===== src/design/rsa_defines.svh =====
`ifndef RSA_DEFINES_SVH
`define RSA_DEFINES_SVH

// ****************************************************************
// Register offsets on the plain register port.
// ****************************************************************
`define RSA_ADDR_CTRL       8'h00
`define RSA_ADDR_REMOTE     8'h04
`define RSA_ADDR_PB         8'h08
`define RSA_ADDR_STATUS     8'h0c

// ****************************************************************
// Field positions.
// ****************************************************************
`define RSA_CTRL_TERM_EN    0
`define RSA_CTRL_SEL_LSB    4
`define RSA_CTRL_SEL_MSB    7
`define RSA_REM_RUN         0
`define RSA_REM_STOP        1
`define RSA_PB_MODE         0
`define RSA_PB_RUN          1
`define RSA_PB_STOP         2
`define RSA_ST_RUNNING      0
`define RSA_ST_LOCAL        1
`define RSA_ST_REM_RUN      2
`define RSA_ST_REM_STOP     3
`define RSA_ST_PB_RUN       4
`define RSA_ST_READY        5
`define RSA_ST_FAULT        6
`define RSA_ST_SMALL        7

// ****************************************************************
// Reset values and limits.
// ****************************************************************
`define RSA_SEL_RST         4'h0
`define RSA_SMALL_LAST_SEL  4'h7
`define RSA_RDATA_IDLE      8'h00

`endif


===== src/design/rsa_pkg.sv =====
// ****************************************************************
// Types shared by the run/stop arbiter modules.
// ****************************************************************
package rsa_pkg;

    // Power-up self-check progress.
    typedef enum logic [2:0] {
        DIAG_CHECK = 3'b001,
        DIAG_READY = 3'b010,
        DIAG_FAULT = 3'b100
    } rsa_diag_e;

    // Remote control state set by the programming software.
    typedef enum logic [2:0] {
        REM_NONE = 3'b001,
        REM_RUN  = 3'b010,
        REM_STOP = 3'b100
    } rsa_remote_e;

    // State of the input synchroniser.
    typedef struct packed {
        logic [15:0] gp_meta;
        logic [15:0] gp_sync;
        logic        sw_meta;
        logic        sw_sync;
    } rsa_sync_s;

    // State of the arbiter core.
    typedef struct packed {
        rsa_diag_e   diag;
        rsa_remote_e remote;
        logic        term_en;
        logic [3:0]  term_sel;
        logic        small_unit;
        logic        pb_mode;
        logic        pb_run_flag;
        logic        pb_stop_flag;
        logic        pb_run;
        logic        local_q;
        logic        running;
        logic [7:0]  rdata;
    } rsa_state_s;

endpackage


===== src/design/rsa_sync_if.sv =====
`timescale 1ns/1ps
`default_nettype none

// ****************************************************************
// Synchronised local run sources, from synchroniser to core.
// ****************************************************************
interface rsa_sync_if;
    logic        sw_run;   // Panel switch in run position.
    logic [15:0] gp;       // General inputs, synchronised.

    modport src (output sw_run, output gp);
    modport dst (input sw_run, input gp);
endinterface // rsa_sync_if

`default_nettype wire


===== src/design/rsa_input_sync.sv =====
`timescale 1ns/1ps
`default_nettype none

// ****************************************************************
// Two-stage synchroniser for the panel switch and general inputs.
// ****************************************************************
module rsa_input_sync (
    // Clock and reset.
    input  wire logic        clk,
    input  wire logic        reset_n,
    // Raw inputs.
    input  wire logic        sw_raw,
    input  wire logic [15:0] gp_raw,
    // Synchronised outputs.
    rsa_sync_if.src          sync
);

    rsa_pkg::rsa_sync_s q;        // Registered state.
    rsa_pkg::rsa_sync_s next_q;   // Next state.

    // The first stage feeds only the second, so metastability never
    // reaches the decision logic.
    always_comb begin
        next_q         = q;
        next_q.sw_meta = sw_raw;
        next_q.sw_sync = q.sw_meta;
        next_q.gp_meta = gp_raw;
        next_q.gp_sync = q.gp_meta;
    end

    // Synchronous reset clears both stages.
    always_ff @(posedge clk) begin
        if (!reset_n) begin
            q <= '0;
        end else begin
            q <= next_q;
        end
    end

    assign sync.sw_run = q.sw_sync;
    assign sync.gp     = q.gp_sync;

    // Inputs appear two clocks after they are sampled. Only edges with two
    // reset-free edges behind them count, since reset flushes both stages.
    property p_sync_lag;
        @(posedge clk) disable iff (!reset_n)
        $past(reset_n) && $past(reset_n, 2)
            |-> (q.gp_sync == $past(gp_raw, 2)) && (q.sw_sync == $past(sw_raw, 2));
    endproperty
    a_sync_lag: assert property (p_sync_lag) else $error("sync lag wrong");

endmodule // rsa_input_sync

`default_nettype wire


===== src/design/rsa_arbiter.sv =====
// The address map and the address-and-strobe port were left to the implementer.
`timescale 1ns/1ps
`default_nettype none
`include "rsa_defines.svh"


// ****************************************************************
// Run/stop arbiter core.
// ****************************************************************
module rsa_arbiter (
    // Clock and reset.
    input  wire logic        SYS_CLK,
    input  wire logic        RESET_N,
    // Local run sources and the unit size strap.
    input  wire logic        RUN_SWITCH,
    input  wire logic [15:0] GP_IN,
    input  wire logic        SMALL_UNIT,
    // Self-check result.
    input  wire logic        SELF_TEST_DONE,
    input  wire logic        SELF_TEST_OK,
    // Register port.
    input  wire logic [7:0]  ADDR,
    input  wire logic [7:0]  WDATA,
    input  wire logic        WR,
    input  wire logic        RD,
    output logic      [7:0]  RDATA,
    // Status outputs.
    output logic             RUN_OUT,
    output logic             RUN_LED,
    output logic             ERROR_LED
);

    // ****************************************************************
    // Helpers.
    // ****************************************************************

    // A selected terminal counts only if it exists on this unit size.
    function automatic logic term_valid(input logic en, input logic [3:0] sel,
                                        input logic is_small);
        term_valid = en && (!is_small || (sel <= `RSA_SMALL_LAST_SEL));
    endfunction

    // Combined local run request: switch OR valid terminal.
    function automatic logic local_request(input logic sw, input logic [15:0] gp,
                                           input logic en, input logic [3:0] sel,
                                           input logic is_small);
        local_request = sw || (term_valid(en, sel, is_small) && gp[sel]);
    endfunction

    // ****************************************************************
    // State and synchroniser.
    // ****************************************************************
    rsa_pkg::rsa_state_s q;          // Registered state.
    rsa_pkg::rsa_state_s next_q;     // Next state.
    rsa_sync_if          sync_bus(); // Synchronised inputs.
    logic                local_now;  // Local run request this cycle.
    logic                wr_rem_run; // Valid remote run write.
    logic                wr_rem_stop;// Valid remote stop write.

    rsa_input_sync u_sync (
        .clk     (SYS_CLK),
        .reset_n (RESET_N),
        .sw_raw  (RUN_SWITCH),
        .gp_raw  (GP_IN),
        .sync    (sync_bus.src)
    );

    // Local decision from synchronised sources.
    assign local_now = local_request(sync_bus.sw_run, sync_bus.gp, q.term_en,
                                     q.term_sel, q.small_unit);

    // A write with both command bits set is ambiguous and ignored.
    assign wr_rem_run  = WR && (ADDR == `RSA_ADDR_REMOTE) &&
                         WDATA[`RSA_REM_RUN] && !WDATA[`RSA_REM_STOP];
    assign wr_rem_stop = WR && (ADDR == `RSA_ADDR_REMOTE) &&
                         WDATA[`RSA_REM_STOP] && !WDATA[`RSA_REM_RUN];

    // ****************************************************************
    // Next-state logic.
    // ****************************************************************
    always_comb begin
        next_q         = q;
        next_q.local_q = local_now;
        next_q.rdata   = `RSA_RDATA_IDLE;

        // Self-check sequencing; the unit-size strap is caught while
        // the check runs, after reset has been released.
        case (q.diag)
            rsa_pkg::DIAG_CHECK: begin
                next_q.small_unit = SMALL_UNIT;
                if (SELF_TEST_DONE) begin
                    next_q.diag = SELF_TEST_OK ? rsa_pkg::DIAG_READY
                                               : rsa_pkg::DIAG_FAULT;
                end
            end
            rsa_pkg::DIAG_READY: begin
                next_q.diag = rsa_pkg::DIAG_READY;
            end
            rsa_pkg::DIAG_FAULT: begin
                next_q.diag = rsa_pkg::DIAG_FAULT;
            end
            default: begin
                next_q.diag = rsa_pkg::DIAG_CHECK;
            end
        endcase

        // Remote control; a new command wins over a local transition.
        case (q.remote)
            rsa_pkg::REM_NONE, rsa_pkg::REM_RUN: begin
                next_q.remote = q.remote;
            end
            rsa_pkg::REM_STOP: begin
                // Stop-to-run on a local source hands control back.
                if (local_now && !q.local_q) begin
                    next_q.remote = rsa_pkg::REM_NONE;
                end
            end
            default: begin
                next_q.remote = rsa_pkg::REM_NONE;
            end
        endcase
        if (wr_rem_stop) begin
            next_q.remote = rsa_pkg::REM_STOP;
        end else if (wr_rem_run) begin
            next_q.remote = rsa_pkg::REM_RUN;
        end

        // Register writes.
        if (WR && (ADDR == `RSA_ADDR_CTRL)) begin
            next_q.term_en  = WDATA[`RSA_CTRL_TERM_EN];
            next_q.term_sel = WDATA[`RSA_CTRL_SEL_MSB:`RSA_CTRL_SEL_LSB];
        end
        if (WR && (ADDR == `RSA_ADDR_PB)) begin
            next_q.pb_mode      = WDATA[`RSA_PB_MODE];
            next_q.pb_run_flag  = WDATA[`RSA_PB_RUN];
            next_q.pb_stop_flag = WDATA[`RSA_PB_STOP];
        end

        // Pushbutton latch: stop has priority over run.
        if (!q.pb_mode || q.pb_stop_flag) begin
            next_q.pb_run = 1'b0;
        end else if (q.pb_run_flag) begin
            next_q.pb_run = 1'b1;
        end

        // One decision per clock; nothing runs before the check passes.
        if (q.diag != rsa_pkg::DIAG_READY) begin
            next_q.running = 1'b0;
        end else if (q.remote == rsa_pkg::REM_RUN) begin
            next_q.running = 1'b1;
        end else if (q.remote == rsa_pkg::REM_STOP) begin
            next_q.running = 1'b0;
        end else begin
            next_q.running = local_now || q.pb_run;
        end

        // Register reads; unmapped offsets read as zero.
        if (RD) begin
            case (ADDR)
                `RSA_ADDR_CTRL: begin
                    next_q.rdata = {q.term_sel, 3'h0, q.term_en};
                end
                `RSA_ADDR_PB: begin
                    next_q.rdata = {5'h00, q.pb_stop_flag, q.pb_run_flag, q.pb_mode};
                end
                `RSA_ADDR_STATUS: begin
                    next_q.rdata[`RSA_ST_RUNNING]  = q.running;
                    next_q.rdata[`RSA_ST_LOCAL]    = q.local_q;
                    next_q.rdata[`RSA_ST_REM_RUN]  = (q.remote == rsa_pkg::REM_RUN);
                    next_q.rdata[`RSA_ST_REM_STOP] = (q.remote == rsa_pkg::REM_STOP);
                    next_q.rdata[`RSA_ST_PB_RUN]   = q.pb_run;
                    next_q.rdata[`RSA_ST_READY]    = (q.diag == rsa_pkg::DIAG_READY);
                    next_q.rdata[`RSA_ST_FAULT]    = (q.diag == rsa_pkg::DIAG_FAULT);
                    next_q.rdata[`RSA_ST_SMALL]    = q.small_unit;
                end
                default: begin
                    next_q.rdata = `RSA_RDATA_IDLE;
                end
            endcase
        end
    end

    // ****************************************************************
    // State register. Reset is power-up: remote control is forgotten.
    // ****************************************************************
    always_ff @(posedge SYS_CLK) begin
        if (!RESET_N) begin
            q.diag         <= rsa_pkg::DIAG_CHECK;
            q.remote       <= rsa_pkg::REM_NONE;
            q.term_en      <= 1'b0;
            q.term_sel     <= `RSA_SEL_RST;
            q.small_unit   <= 1'b0;
            q.pb_mode      <= 1'b0;
            q.pb_run_flag  <= 1'b0;
            q.pb_stop_flag <= 1'b0;
            q.pb_run       <= 1'b0;
            q.local_q      <= 1'b0;
            q.running      <= 1'b0;
            q.rdata        <= `RSA_RDATA_IDLE;
        end else begin
            q <= next_q;
        end
    end

    // Outputs from flip-flops; ERROR_LED is decoded from the diag state.
    assign RDATA     = q.rdata;
    assign RUN_OUT   = q.running;
    assign RUN_LED   = q.running;
    assign ERROR_LED = (q.diag == rsa_pkg::DIAG_FAULT);

    // ****************************************************************
    // Assertions.
    // ****************************************************************
    property p_switch_run;
        @(posedge SYS_CLK) disable iff (!RESET_N)
        (q.diag == rsa_pkg::DIAG_READY) && (q.remote == rsa_pkg::REM_NONE)
            && sync_bus.sw_run |=> RUN_OUT;
    endproperty
    a_switch_run: assert property (p_switch_run) else $error("switch run lost");

    property p_local_stop;
        @(posedge SYS_CLK) disable iff (!RESET_N)
        (q.remote == rsa_pkg::REM_NONE) && !local_now && !q.pb_run |=> !RUN_OUT;
    endproperty
    a_local_stop: assert property (p_local_stop) else $error("stop ignored");

    property p_term_run;
        @(posedge SYS_CLK) disable iff (!RESET_N)
        (q.diag == rsa_pkg::DIAG_READY) && (q.remote == rsa_pkg::REM_NONE)
            && term_valid(q.term_en, q.term_sel, q.small_unit)
            && sync_bus.gp[q.term_sel] |=> RUN_OUT;
    endproperty
    a_term_run: assert property (p_term_run) else $error("terminal run lost");

    property p_small_range;
        @(posedge SYS_CLK) disable iff (!RESET_N)
        q.small_unit && (q.term_sel > `RSA_SMALL_LAST_SEL) && (q.remote == rsa_pkg::REM_NONE)
            && !sync_bus.sw_run && !q.pb_run |=> !RUN_OUT;
    endproperty
    a_small_range: assert property (p_small_range) else $error("bad terminal");

    property p_remote_stop;
        @(posedge SYS_CLK) disable iff (!RESET_N)
        wr_rem_stop |=> ##1 !RUN_OUT;
    endproperty
    a_remote_stop: assert property (p_remote_stop) else $error("remote stop");

    property p_remote_run;
        @(posedge SYS_CLK) disable iff (!RESET_N)
        wr_rem_run && (q.diag == rsa_pkg::DIAG_READY) |=> ##1 RUN_OUT;
    endproperty
    a_remote_run: assert property (p_remote_run) else $error("remote run");

    property p_local_resume;
        @(posedge SYS_CLK) disable iff (!RESET_N)
        (q.remote == rsa_pkg::REM_STOP) && local_now && !q.local_q && !WR
            |=> (q.remote == rsa_pkg::REM_NONE);
    endproperty
    a_local_resume: assert property (p_local_resume) else $error("no resume");

    property p_pb_stop;
        @(posedge SYS_CLK) disable iff (!RESET_N)
        q.pb_mode && q.pb_stop_flag && (q.remote == rsa_pkg::REM_NONE)
            && !local_now && !WR |=> !q.pb_run ##1 (!RUN_OUT || $past(local_now));
    endproperty
    a_pb_stop: assert property (p_pb_stop) else $error("pushbutton stop");

    property p_fault;
        @(posedge SYS_CLK) disable iff (!RESET_N)
        (q.diag == rsa_pkg::DIAG_FAULT) |-> !RUN_OUT && ERROR_LED && !RUN_LED;
    endproperty
    a_fault: assert property (p_fault) else $error("fault ran");

    property p_check_hold;
        @(posedge SYS_CLK) disable iff (!RESET_N)
        (q.diag == rsa_pkg::DIAG_CHECK) |=> !RUN_OUT;
    endproperty
    a_check_hold: assert property (p_check_hold) else $error("ran unchecked");

endmodule // rsa_arbiter

`default_nettype wire


===== config.mk =====
export PLATFORM = sky130hd
export DESIGN_NAME = rsa_arbiter
export DESIGN_NICKNAME = d
export VERILOG_FILES = /design/src/design/rsa_pkg.sv /design/src/design/rsa_sync_if.sv /design/src/design/rsa_input_sync.sv /design/src/design/rsa_arbiter.sv
export VERILOG_INCLUDE_DIRS = /design/src /design/src/design
export SDC_FILE = /design/constraint.sdc
export NUM_CORES = 1
export LEC_CHECK = 0
export ABC_AREA = 1
export ABC_CLOCK_PERIOD_IN_PS = 1600
export BUFFER_PORTS_ARGS = -buffer_cell sky130_fd_sc_hd__clkbuf_2
export CAP_MARGIN = 20
export CORE_MARGIN = 5
export CORE_UTILIZATION = 53
export CTS_CLUSTER_SIZE = 25
export DETAILED_ROUTE_END_ITERATION = 6
export PLACE_DENSITY = 0.79
export SETUP_SLACK_MARGIN = 0.2
export SYNTH_ARGS = -nofsm -noshare
export SYNTH_HDL_FRONTEND = slang
export SYNTH_HIERARCHICAL = 1
export SYNTH_SLANG_ARGS = --single-unit

===== constraint.sdc =====
create_clock -name SYS_CLK -period 1.6 [get_ports SYS_CLK]
set_input_delay 0.08 -clock SYS_CLK [delete_from_list [all_inputs] [get_ports SYS_CLK]]
set_output_delay 0.08 -clock SYS_CLK [all_outputs]
set_load 0.01 [all_outputs]

==> flow_metrics.env <==
export IMPL_cp_max_fo=8
export IMPL_cp_arrival_ps=1630
export IMPL_diodes=0
export IMPL_post_place_cells=398
export IMPL_critPathBufInv=1
export IMPL_period_needed_ps=1410
export IMPL_vias=1976
export IMPL_synth_cells=309
export IMPL_yosysMostFrequentCell="nand2_1"
export IMPL_syn_to_final_growth_pct=29.0
export IMPL_numCtsBuffers=9
export IMPL_drt_first_pass_iters=5
export IMPL_hold_path_class="input port to flip-flop"
export IMPL_finalSetupTns_ps=0
export IMPL_fin_cells=440
export IMPL_r2r_worst_path_cells=14
export IMPL_cts_root_buffer="clkbuf_8"
export IMPL_setup_violations=0
export IMPL_path_common_cell="nand2_1"
export IMPL_cp_depth=14
export IMPL_path_delay_family="simple AND/OR/NAND/NOR gates"
export IMPL_synthTopCellsByArea="dfxtp_1 52%, nand2_1 13%, inv_1 11%"
export IMPL_die_x_um=76.0
export IMPL_grt_setup_unrepaired="true"
export IMPL_layout_nets=424
export IMPL_fin_skew_ps=8.18
export IMPL_timing_final_crit_share=0.883
export IMPL_slowest_delay_ps=340
export IMPL_cts_buffer_depth=2
export IMPL_power_density_nw_per_um2=986
export IMPL_drcViolationCount=0
export IMPL_drt_total_wl_um=4390
export IMPL_clk_pin_slew_ps=60
export IMPL_yosys_register_bits=60
export IMPL_core_um2=4290
export IMPL_synthFlopType="dfxtp_1"
export IMPL_dieHeight_um=76.0
export IMPL_p_leak_nw=1.60
export IMPL_via_per_inst=4.49
export IMPL_grt_pass1_vias=1850
export IMPL_synth_area_per_cell_um2=7.47
export IMPL_path_class="flip-flop to flip-flop"
export IMPL_yosysUniqueCellTypes=19
export IMPL_post_route_util=0.693
export IMPL_tightest_slew_ps=454
export IMPL_detail_route_wl_per_cell_um=9.97
export IMPL_slowest_stage="dfxtp_2"
export IMPL_synth_seq_area_share=0.521
export IMPL_whs_ps=17.3
export IMPL_ios=51
export IMPL_yosys_top_cells_count="82 x nand2_1, 66 x inv_1, 60 x dfxtp_1"
export IMPL_drtIter0Drc=77
export IMPL_gr_total_overflow=0
export IMPL_rows=24
export IMPL_p_total_mw=2.94
export IMPL_clock_latency_ps=330
export IMPL_antenna_found_initial=0
export IMPL_ctsHtreeMaxLevel=3
export IMPL_netlist_area_um2=2310
export IMPL_dieArea_um2=5770
export IMPL_synthesis_nets=349
export IMPL_ir_drop_mv=0.684
export IMPL_status="finished clean"
export IMPL_synth_top_area_frac=0.521
export IMPL_relSlewSlack=0.695
export IMPL_track_usage=0.161
export IMPL_ant_nets=0
export IMPL_cp_end_kind="flip-flop"
export IMPL_required_ps=1820
export IMPL_final_hold_viol_count=0
export IMPL_fmax_ghz=0.708
export IMPL_worstPathCellList="inv_2, nand2_1, nand3_1, nand2_1, nand2_1, nand3_2, nand3_2, nand2_2, nand2_2, nand2_1, nand2_1, nand2_1, nand2_1, nand2_1"
export IMPL_numClockSinks=60
export IMPL_cts_tree="done"
export IMPL_drive_gt1_frac=0.211
export IMPL_dp_hpwl_um=2870
export IMPL_gp_congestion=0.802
export IMPL_synthArstFlopShare=0
export IMPL_yosys_warnings=6
export IMPL_synth_area_leader_cell="dfxtp_1"
export IMPL_start_util=0.537
export IMPL_maxCapViolCount=0
export IMPL_port_buffers=49
export IMPL_synth_edf_count=0
export IMPL_start_kind="flip-flop"
export IMPL_hold_depth=3
export IMPL_grt_max_degree=36
export IMPL_slew_viol_final=0
export IMPL_grt_pass1_wl_um=7560
==> where the power goes <==
group          internal, mW  switching [mW]
Combinational         0.118           0.110
Sequential             1.55          0.0207
Clock                 0.632           0.502
Total                  2.30           0.633
==> registers in the layout, summed over array words and instances, names as in the netlist <==
| signal | flops |
|---|---|
| RDATA | 8 |
| u_sync/next_q | 17 |
| u_sync/sync.gp | 16 |
| u_sync/sync.sw_run | 1 |
| q | 17 |
| RUN_LED | 1 |
==> layer usage <==
metal  up-vias  routed length [um]  GRT usage
met5         -                   0          0
met4         0                  60     0.0427
met3         9                 254     0.0780
met2        51                2300      0.288
met1       843                1770      0.166
li1       1073                   -          -
==> per-stage QoR <==
step	instance area (um2)	worst slack (ps)
after floorplan	2310	339
after global placement	2520	199
after detailed placement	2520	158
after CTS	2960	208
after global routing	2980	49.2
final	2980	187
==> cell type report <==
cell class / count / area (um2)
clock buffer: 13 / 159
clock inverter: 2 / 10.0
fill: 343 / 1320
inverter: 67 / 251
multi-input combinational: 167 / 756
sequential: 60 / 1200
tap: 52 / 65.1
timing repair buffer: 79 / 532
==> cells by family after synthesis <==
family,share of synthesized area
AND/OR/NAND/NOR,0.254
AO/OA/AOI/OAI,0.0640
buffers and inverters,0.161
flip-flops,0.521
==> path summary, 6_finish.rpt <==
check                                                  from                            to  slack (ps)
worst max-delay path                     q[15]$_SDFFE_PN0P_            q[20]$_SDFFE_PN1P_         190
worst min-delay path                               WDATA[5]            q[16]$_SDFFE_PN0P_          20
worst max register to register           q[15]$_SDFFE_PN0P_            q[20]$_SDFFE_PN1P_         190
worst min register to register  u_sync/next_q[2]$_SDFF_PN0_  u_sync/sync.gp[0]$_SDFF_PN0_         410
==> cell usage in the layout, fill, tap and decap left out <==
master         count
and3_1             1
inv_1             65
clkbuf_8          11
dlygate4sd3_1     24
clkinv_2           2
nor2_1            19
buf_4              4
buf_6              1
a21boi_0           1
o21ai_0           10
clkbuf_2          49
o21a_1             1
dfxtp_1           58
buf_2              1
a31o_2             2
or2_2              1
inv_2              2
nand2_2            3
nand4_1            4
a21oi_2            1
nand3_2            3
nor3_1            12
nand3_1           18
clkbuf_1           2
dfxtp_2            2
nand2_1           79
a21oi_1           12
==> what timing repair did <==
item                                    in CTS  in global routing
endpoints found under the setup margin       2                  3
gates resized for setup                      6                  4
hold buffers                                24                  0
setup buffers                                1                  1
pin swaps                                    2                  9
cloned                                       1                  0
hold endpoints to repair                    24                  0
==> worst register-to-register path: cells and delay by family (launching register included) <==
family | cells | cell delay (ps)
simple gates | 13 | 860
flops | 1 | 340
buf+inv | 1 | 110
(Power assumes the default switching activity.)
